===== config.mk =====
export PLATFORM = sky130hd
export DESIGN_NAME = mwd_decoder
export DESIGN_NICKNAME = d
export VERILOG_FILES = /design/src/rtl/mwd_pkg.sv /design/src/rtl/mwd_cond_sel.sv /design/src/rtl/mwd_decoder.sv
export SDC_FILE = /design/constraint.sdc
export NUM_CORES = 1
export LEC_CHECK = 0
export BUFFER_PORTS_ARGS = -buffer_cell sky130_fd_sc_hd__buf_4
export CORE_MARGIN = 2
export CORE_UTILIZATION = 43
export DETAILED_ROUTE_END_ITERATION = 6
export PLACE_DENSITY_LB_ADDON = 0.1
export SYNTH_ARGS = -nofsm -noshare
export SYNTH_HDL_FRONTEND = slang
export SYNTH_HIERARCHICAL = 1
export SYNTH_SLANG_ARGS = --single-unit

===== constraint.sdc =====
create_clock -name clk -period 1.6 [get_ports clk]
set_clock_uncertainty 0.05 [all_clocks]
set_input_delay 0.16 -clock clk [delete_from_list [all_inputs] [get_ports clk]]
set_output_delay 0.16 -clock clk [all_outputs]
set_load 0.01 [all_outputs]

===== src/rtl/mwd_pkg.sv =====
package mwd_pkg;
	// field widths
	localparam int NEXT_W   = 6;
	localparam int BR_W     = 4;
	localparam int SCTL_W   = 3;
	localparam int SSEC_W   = 2;
	localparam int ASRC_W   = 4;
	localparam int EMIT_W   = 4;
	localparam int HI_W     = 5;
	localparam int LO_W     = 8;

	// high branch field codes
	localparam logic [3:0] BH_ZERO  = 4'h0;
	localparam logic [3:0] BH_ONE   = 4'h1;
	localparam logic [3:0] BH_RBIT0 = 4'h2;
	localparam logic [3:0] BH_AUX67 = 4'h3;
	localparam logic [3:0] BH_STIN  = 4'h4;
	localparam logic [3:0] BH_OPIN  = 4'h5;
	localparam logic [3:0] BH_CARRY = 4'h6;
	localparam logic [3:0] BH_S0    = 4'h7;
	localparam logic [3:0] BH_G0    = 4'hb;

	// low branch field codes
	localparam logic [3:0] BL_ZERO  = 4'h0;
	localparam logic [3:0] BL_ONE   = 4'h1;
	localparam logic [3:0] BL_PAGE  = 4'h2;
	localparam logic [3:0] BL_ADIN  = 4'h3;
	localparam logic [3:0] BL_SVIN  = 4'h4;
	localparam logic [3:0] BL_DECV  = 4'h5;
	localparam logic [3:0] BL_CARRY = 4'h6;
	localparam logic [3:0] BL_ZBUS  = 4'h7;
	localparam logic [3:0] BL_G7    = 4'h8;
	localparam logic [3:0] BL_S3    = 4'h9;
	localparam logic [3:0] BL_G1    = 4'hc;
	localparam logic [3:0] BL_INTERRUPT_TEST  = 4'hf;

	// storage control codes
	localparam logic [2:0] SC_WRITE = 3'h0;
	localparam logic [2:0] SC_COMP  = 3'h1;
	localparam logic [2:0] SC_STORE = 3'h2;
	localparam logic [2:0] SC_RD_IA = 3'h3;
	localparam logic [2:0] SC_RD_AL = 3'h4;
	localparam logic [2:0] SC_RD_T  = 3'h5;
	localparam logic [2:0] SC_EMIT  = 3'h6;
	localparam logic [2:0] SC_DUMMY = 3'h7;

	// storage sections
	localparam logic [1:0] SS_MAIN  = 2'h0;
	localparam logic [1:0] SS_LOCAL = 2'h1;
	localparam logic [1:0] SS_MUX   = 2'h2;
	localparam logic [1:0] SS_OPDEP = 2'h3;

	// alternate section codes
	localparam logic [1:0] AS_NONE  = 2'h0;
	localparam logic [1:0] AS_SELDR = 2'h1;
	localparam logic [1:0] AS_EMITW = 2'h2;
	localparam logic [1:0] AS_BACKUP = 2'h3;

	// a-source codes
	localparam logic [3:0] AQ_TAGS  = 4'h0;
	localparam logic [3:0] AQ_STAT  = 4'h4;
	localparam logic [3:0] AQ_BUSIN = 4'h6;

	// reset values
	localparam logic [4:0] HI_RST = 5'h00;
	localparam logic [7:0] LO_RST = 8'h00;

	typedef enum logic [1:0] {
		MWD_SEC_MAIN,
		MWD_SEC_LOCAL,
		MWD_SEC_MUX
	} mwd_section_t;

	typedef enum logic [1:0] {
		MWD_CYC_WRITE,
		MWD_CYC_COMPUTE,
		MWD_CYC_STORE,
		MWD_CYC_READ
	} mwd_cycle_t;

	typedef struct packed {
		logic [5:0] next_addr_field;
		logic [3:0] branch_hi_field;
		logic [3:0] branch_lo_field;
		logic [2:0] storage_ctl_field;
		logic [1:0] storage_section_field;
		logic [3:0] a_source_field;
		logic       alt_a_flag;
		logic [3:0] emit_const_field;
	} mwd_word_t;

	typedef struct packed {
		logic status_in;
		logic operation_in;
		logic address_in;
		logic service_in;
	} mwd_tags_t;

	typedef struct packed {
		mwd_cycle_t   cycle;
		mwd_section_t section;
		logic         use_selector_data_reg;
		logic         addr_load;
		logic [7:0]   addr_hi;
		logic [7:0]   addr_lo;
		logic         read_start;
	} mwd_stor_t;
endpackage : mwd_pkg


===== src/rtl/mwd_cond_sel.sv =====
`timescale 1ns/100ps
// sixteen-way condition mux for one branch field
module mwd_cond_sel
	import mwd_pkg::*;
(
	input  wire logic [3:0]  code,
	input  wire logic [15:0] conds,
	output logic             bit_out
);
	// an unsatisfied test leaves the bit cleared
	assign bit_out = conds[code];
endmodule : mwd_cond_sel


===== src/rtl/mwd_decoder.sv =====
`timescale 1ns/100ps
// What this block does
// - next-address bits 0-5 load straight from the next-address field.
// - high code 2 copies storage data register bit 0 into bit 6.
// - high code 3 sets bit 6 when auxiliary address bits 6 and 7 are zero.
// - high code 6 sets bit 6 on arithmetic carry out of position 0.
// - high codes 7-e test an even status or opcode bit for bit 6.
// - low codes 8-e test an odd status or opcode bit for bit 7.
// - page-change low code loads a-source and alt flag high, sets bit 7 without a backup load.
// - decimal-validity low code sets bit 7 when both nibbles are decimal digits.
// - low code 6 sets bit 7 on arithmetic carry out of position 1.
// - low code 7 sets bit 7 when the result bus is all zero.
// - interrupt-test low code sets bit 7 when any interrupt is pending.
// - status-in, op-in test bit 6; address-in, service-in test bit 7.
// - storage codes 0,1,2 are write, compute and store.
// - read codes load storage address from instruction, alternate or temporary.
// - one storage code loads low storage address from the emit constant.
// - section codes 0,1,2 select main, local store, mux control-word area.
// - section code 3 depends on opcode; register-to-register picks local store.
// - alternate section 1 uses selector data register for storage data.
// - alternate section 2 without page change loads high microaddress from emit constant.
// - alternate section 3 loads low, and high without page change, from mux backup; alternate 0 does nothing.
// - a-source field picks what drives the a-bus into the a register.
// - opcode top bits 00 select local store, otherwise main storage.
// - alternate section decodes act only on write, compute or store codes.
// - an unsatisfied branch condition clears its next-address bit.
module mwd_decoder
	import mwd_pkg::*;
(
	input  wire logic        clk,
	input  wire logic        rstn,
	input  wire logic        word_valid,
	input  mwd_word_t        word,
	input  wire logic [7:0]  stor_data_reg,
	input  wire logic [7:0]  selector_data_reg,
	input  wire logic [7:0]  aux_addr_reg,
	input  wire logic [7:0]  status_reg,
	input  wire logic [7:0]  opcode_reg,
	input  wire logic        carry_pos0,
	input  wire logic        carry_pos1,
	input  wire logic [7:0]  result_bus,
	input  wire logic        interrupt_pending,
	input  mwd_tags_t        io_tags_pin,
	input  wire logic [7:0]  mux_tags_in_source,
	input  wire logic [7:0]  mux_bus_in_source,
	input  wire logic [7:0]  inst_addr_hi,
	input  wire logic [7:0]  inst_addr_lo,
	input  wire logic [7:0]  alt_addr_hi,
	input  wire logic [7:0]  alt_addr_lo,
	input  wire logic [7:0]  temp_addr,
	input  wire logic [4:0]  mux_backup_hi,
	input  wire logic [7:0]  mux_backup_lo,
	input  wire logic [7:0]  datapath_src_a,
	output logic [4:0]       micro_addr_hi,
	output logic [7:0]       micro_addr_lo,
	output logic [12:0]      micro_addr,
	output mwd_stor_t        stor,
	output logic [7:0]       stor_data_out,
	output logic [7:0]       a_bus
);
	mwd_tags_t  tags_meta;
	mwd_tags_t  tags;
	logic [15:0] hi_conds;
	logic [15:0] lo_conds;
	logic        bit6;
	logic        bit7;
	logic        alt_active;
	logic        rr_format;
	logic [7:0]  next_a_bus;

	function automatic logic is_dec_digit(input logic [3:0] nib);
		is_dec_digit = (nib <= 4'h9);
	endfunction : is_dec_digit

	// tags arrive from the channel pins unsynchronised
	always_ff @(posedge clk or negedge rstn) begin
		if (!rstn) begin
			tags_meta <= '0;
			tags      <= '0;
		end else begin
			tags_meta <= io_tags_pin;
			tags      <= tags_meta;
		end
	end

	always_comb begin
		hi_conds           = '0;
		hi_conds[BH_ONE]   = 1'b1;
		hi_conds[BH_RBIT0] = stor_data_reg[7];
		hi_conds[BH_AUX67] = (aux_addr_reg[0] == 1'b0) && (aux_addr_reg[1] == 1'b0);
		hi_conds[BH_STIN]  = tags.status_in;
		hi_conds[BH_OPIN]  = tags.operation_in;
		hi_conds[BH_CARRY] = carry_pos0;
		// bit numbering is msb-first: position n is vector bit 7-n
		for (int i = 0; i < 4; i++) begin
			hi_conds[BH_S0 + i] = status_reg[7 - 2 * i];
			hi_conds[BH_G0 + i] = opcode_reg[7 - 2 * i];
		end
	end

	always_comb begin
		lo_conds           = '0;
		lo_conds[BL_ONE]   = 1'b1;
		lo_conds[BL_PAGE]  = 1'b1;
		lo_conds[BL_ADIN]  = tags.address_in;
		lo_conds[BL_SVIN]  = tags.service_in;
		lo_conds[BL_DECV]  = is_dec_digit(stor_data_reg[7:4]) &&
			is_dec_digit(stor_data_reg[3:0]);
		lo_conds[BL_CARRY] = carry_pos1;
		lo_conds[BL_ZBUS]  = (result_bus == 8'h00);
		lo_conds[BL_G7]    = opcode_reg[0];
		for (int i = 0; i < 3; i++) begin
			lo_conds[BL_S3 + i] = status_reg[4 - 2 * i];
			lo_conds[BL_G1 + i] = opcode_reg[6 - 2 * i];
		end
		lo_conds[BL_INTERRUPT_TEST]  = interrupt_pending;
	end

	mwd_cond_sel u_hi_sel (
		.code    (word.branch_hi_field),
		.conds   (hi_conds),
		.bit_out (bit6)
	);

	mwd_cond_sel u_lo_sel (
		.code    (word.branch_lo_field),
		.conds   (lo_conds),
		.bit_out (bit7)
	);

	assign alt_active = (word.storage_ctl_field <= SC_STORE);
	assign rr_format  = (opcode_reg[7:6] == 2'b00);

	// low address register: all eight bits in one edge
	always_ff @(posedge clk or negedge rstn) begin
		if (!rstn) begin
			micro_addr_lo <= LO_RST;
		end else if (word_valid) begin
			if (alt_active && word.storage_section_field == AS_BACKUP) begin
				micro_addr_lo <= mux_backup_lo;
			end else begin
				micro_addr_lo <= {word.next_addr_field, bit6, bit7};
			end
		end
	end

	// high address register; page change has priority over alternates
	always_ff @(posedge clk or negedge rstn) begin
		if (!rstn) begin
			micro_addr_hi <= HI_RST;
		end else if (word_valid) begin
			if (word.branch_lo_field == BL_PAGE) begin
				micro_addr_hi <= {word.alt_a_flag, word.a_source_field};
			end else if (alt_active && word.storage_section_field == AS_EMITW) begin
				micro_addr_hi <= {1'b0, word.emit_const_field};
			end else if (alt_active && word.storage_section_field == AS_BACKUP) begin
				micro_addr_hi <= mux_backup_hi;
			end
		end
	end

	assign micro_addr = {micro_addr_hi, micro_addr_lo};

	// storage cycle control
	always_ff @(posedge clk or negedge rstn) begin
		if (!rstn) begin
			stor <= '0;
		end else begin
			stor.read_start <= 1'b0;
			stor.addr_load  <= 1'b0;
			if (word_valid) begin
				unique case (word.storage_ctl_field)
					SC_WRITE: stor.cycle <= MWD_CYC_WRITE;
					SC_COMP:  stor.cycle <= MWD_CYC_COMPUTE;
					SC_STORE: stor.cycle <= MWD_CYC_STORE;
					SC_RD_IA: begin
						stor.cycle      <= MWD_CYC_READ;
						stor.addr_load  <= 1'b1;
						stor.addr_hi    <= inst_addr_hi;
						stor.addr_lo    <= inst_addr_lo;
						stor.read_start <= 1'b1;
					end
					SC_RD_AL: begin
						stor.cycle      <= MWD_CYC_READ;
						stor.addr_load  <= 1'b1;
						stor.addr_hi    <= alt_addr_hi;
						stor.addr_lo    <= alt_addr_lo;
						stor.read_start <= 1'b1;
					end
					SC_RD_T: begin
						stor.cycle      <= MWD_CYC_READ;
						stor.addr_load  <= 1'b1;
						stor.addr_lo    <= temp_addr;
						stor.read_start <= 1'b1;
					end
					SC_EMIT: begin
						stor.cycle      <= MWD_CYC_READ;
						stor.addr_load  <= 1'b1;
						stor.addr_lo    <= {4'h0, word.emit_const_field};
						stor.read_start <= 1'b1;
					end
					SC_DUMMY: stor.cycle <= MWD_CYC_READ;
				endcase
				// alternate section codes replace the section select on write, compute and store codes
				if (alt_active) begin
					stor.use_selector_data_reg <=
						(word.storage_section_field == AS_SELDR);
				end else begin
					stor.use_selector_data_reg <= 1'b0;
					unique case (word.storage_section_field)
						SS_MAIN:  stor.section <= MWD_SEC_MAIN;
						SS_LOCAL: stor.section <= MWD_SEC_LOCAL;
						SS_MUX:   stor.section <= MWD_SEC_MUX;
						SS_OPDEP: stor.section <= rr_format ? MWD_SEC_LOCAL
							: MWD_SEC_MAIN;
					endcase
				end
			end
		end
	end

	// storage data path decodes the selection itself, in the same edge as the select flag
	always_ff @(posedge clk or negedge rstn) begin
		if (!rstn) begin
			stor_data_out <= 8'h00;
		end else if (word_valid) begin
			stor_data_out <= (alt_active && word.storage_section_field == AS_SELDR)
				? selector_data_reg : stor_data_reg;
		end
	end

	// a-bus source; dummy codes drive zero
	always_comb begin
		next_a_bus = 8'h00;
		if (!word.alt_a_flag) begin
			unique case (word.a_source_field)
				AQ_TAGS:  next_a_bus = mux_tags_in_source;
				AQ_STAT:  next_a_bus = status_reg;
				AQ_BUSIN: next_a_bus = mux_bus_in_source;
				4'h1, 4'h2, 4'h3: next_a_bus = 8'h00;
				default:  next_a_bus = datapath_src_a;
			endcase
		end
	end

	always_ff @(posedge clk or negedge rstn) begin
		if (!rstn) begin
			a_bus <= 8'h00;
		end else if (word_valid) begin
			a_bus <= next_a_bus;
		end
	end
endmodule : mwd_decoder


==> results.toml <==
[sta]
hold_viol_final = 0
max-slew-margin-rel_pct = 65.0
worstMarginPinSlew_ns = 0.525
fin_crit_sh_pct = 96.8
drv_slew = 0
hold-worst-slack_ns = 0.0631
max_freq_mhz = 646
setup_viol = 0
finalCriticalPeriod_ns = 1.55
rsz0062_at_grt = "no"

[floorplan]
die_h_um = 93.8
die_w_um = 93.8
io_pins = 228
coreArea_um2 = 7770
start_util_pct = 44.6
die_area_um2 = 8790
num_rows = 32

[global_routing]
grt_pass1_wl_um = 16900
grt-ovfl-total = 0
track_usage_pct = 24.7
grt_max_degree = 38
grt_pass1_vias = 3521
antenna_found_initial = 0

[place]
dpl.hpwl_um = 8590
gp_congestion = 0.843
dpl_cell_area_um2 = 5180
portBuffers = 221

[route]
dr.pass1.iters = 4
ant_nets = 0
routed-via-count = 3451
drcViolationCount = 0
wl_um = 10800
viasPerCell = 5.18
wl_per_cell_um = 16.3
drt_iter0_drc = 127

[cells_and_area]
fin_nets = 722
final_cell_mix = "buf_4 (234), dfrtp_1 (59), nor2_1 (40)"
antenna_cells = 0
layout_commonest_cell = "buf_4"
area_delta_synth_final_pct = 56.9
drive_gt1_share_pct = 46.5
fin_area_um2 = 5440

[setup_path]
r2r_cells = 5
end_kind = "flop"
reg2reg_from = "lo_conds[4]$_DFF_PN0_"
cp-start-kind = "flop"
timing.rr.end = "micro_addr_lo[0]$_DFFE_PN0P_"
reg2reg_slack_ns = 0.05
arrival_ns = 1.70
crit_required_ns = 1.75
critPathKind = "flop to flop"
path_max_fanout = 1

[hold_path]
hold_depth = 3
min_to = "stor[8]$_DFFE_PN0P_"
hold_class = "primary input to flop"
holdCritStartpoint = "inst_addr_lo[7]"

[synthesis]
yosys-top-cells-area = "dfrtp_1 (43%), mux2i_1 (11%), mux4_1 (6.1%)"
synth_edf_count = 0
synth_top_area_share_pct = 42.6
synth_top_cell_by_area = "dfrtp_1"
synthCells = 338
synth_flop_cell = "dfrtp_1"
ys_types = 41
ys_warn_count = 6
syn_area_um2 = 3460
synth_seq_cells = 59
async_flop_share_pct = 100
ys_seq_area_share_pct = 42.6
synth_area_per_cell_um2 = 10.3

[cts]
cts_buffer_depth = 2
holdBufCountCts = 5
cts.reportedPaths.clkPinSlew_ns = 0.07
cts_max_level = 3
clockRootBuffer = "clkbuf_8"
cts_tree = "done"
cts_setup_buffers = 0
post_cts_resized = 0
cts_sinks = 59
clock_latency_ns = 0.33
cts_buffers = 9

[power]
power.density_nw_per_um2 = 839
p_total_mw = 4.56
p_leak_nw = 2.76
peakVddDrop_mv = 0.440
switching_share_pct = 27.6
clock_power_share_pct = 31.9
power_frac_comb_pct = 28.9
p_int_mw = 3.30
power_switching_mw = 1.26
seqPwrFrac_pct = 39.1

[run]
cap_violations = 0

[outcome]
status = "finished, final reports clean"
[worst max path at each step]
stage                                      from                            to  slack [ns]  cells past startpoint
after detailed placement          result_bus[5]  micro_addr_lo[0]$_DFFE_PN0P_       -0.12                      8
after CTS                 hi_conds[5]$_DFF_PN0_  micro_addr_lo[1]$_DFFE_PN0P_        0.11                      5
after floorplan                   result_bus[5]  micro_addr_lo[0]$_DFFE_PN0P_        0.13                      7
after global placement            result_bus[5]  micro_addr_lo[0]$_DFFE_PN0P_       -0.05                      8
after global routing      lo_conds[4]$_DFF_PN0_  micro_addr_lo[0]$_DFFE_PN0P_       0.006                      5
final                     lo_conds[4]$_DFF_PN0_  micro_addr_lo[0]$_DFFE_PN0P_        0.05                      5
[power by group through the flow]
| stage | sequential (mW) | combinational, mW | clock (mW) |
|---|---|---|---|
| after floorplan | 1.88 | 0.507 | 0 |
| after global placement | 1.80 | 1.30 | 0 |
| after detailed placement | 1.81 | 1.32 | 0 |
| after CTS | 1.79 | 1.33 | 1.48 |
| after global routing | 1.81 | 1.44 | 1.56 |
| final | 1.78 | 1.32 | 1.46 |
[metal layers]
| layer | vias up | GRT usage [%] | share of wire (%) |
|---|---|---|---|
| met5 | - | 0 | 0 |
| met4 | 0 | 7.49 | 1.1 |
| met3 | 11 | 6.42 | 9.6 |
| met2 | 163 | 43.2 | 51 |
| met1 | 1620 | 29.7 | 38 |
| li1 | 1657 | - | - |
[cell type report]
class,instances,area (µm²)
fill,653,2330
timing repair buffer,241,1850
multi-input combinational,238,1740
sequential,59,1480
clock buffer,11,131
tap,102,128
clock inverter,5,77.6
inverter,10,37.5
[cells by family (layout without fill, tap and decap cells)]
family | after synthesis | in the layout | share of synthesized area, %
flops | 59 | 59 | 42.6
mux | 49 | 49 | 18.1
buf+inv | 45 | 267 | 7.66
compound gates | 90 | 90 | 18.1
other cells | 2 | 6 | 0.217
simple gates | 93 | 93 | 13.4
[synth_stat cells (5+ instances only)]
master and count:
mux4_1 8, a22o_1 5, a221o_1 7, a221oi_1 7, o32ai_1 8, nor2_1 40, mux2i_1 37, o21ai_0 20
buf_4 17, dfrtp_1 59, inv_1 10, nand2_1 28, buf_2 8, nor2b_1 5, a21oi_1 24
[worst max-delay path, stage by stage (launching register included)]
cell,delay (ns)
dfrtp_1,0.37
mux4_1,0.50
mux2i_1,0.15
mux2i_1,0.10
mux2i_1,0.17
a21oi_1,0.09
[metrics by stage]
stage | utilization [%] | setup TNS, ns | instances | setup WS [ns]
after CTS | 70.0 | 0 | 666 | 0.110
after detailed placement | 66.6 | -0.120 | 645 | -0.120
final | 70.0 | 0 | 666 | 0.0514
after floorplan | - | 0 | 342 | 0.134
after global routing | 70.0 | 0 | 666 | 0.00571
after global placement | 66.6 | -0.0500 | 645 | -0.0500
[state kept, by name, indices dropped and copies added, names as in the netlist]
register	flops
stor_data_out	8
lo_conds	2
stor	22
hi_conds	2
a_bus	8
micro_addr_lo	8
micro_addr_hi	5
tags_meta	4
No activity file was read; power rests on OpenSTA's default activity.
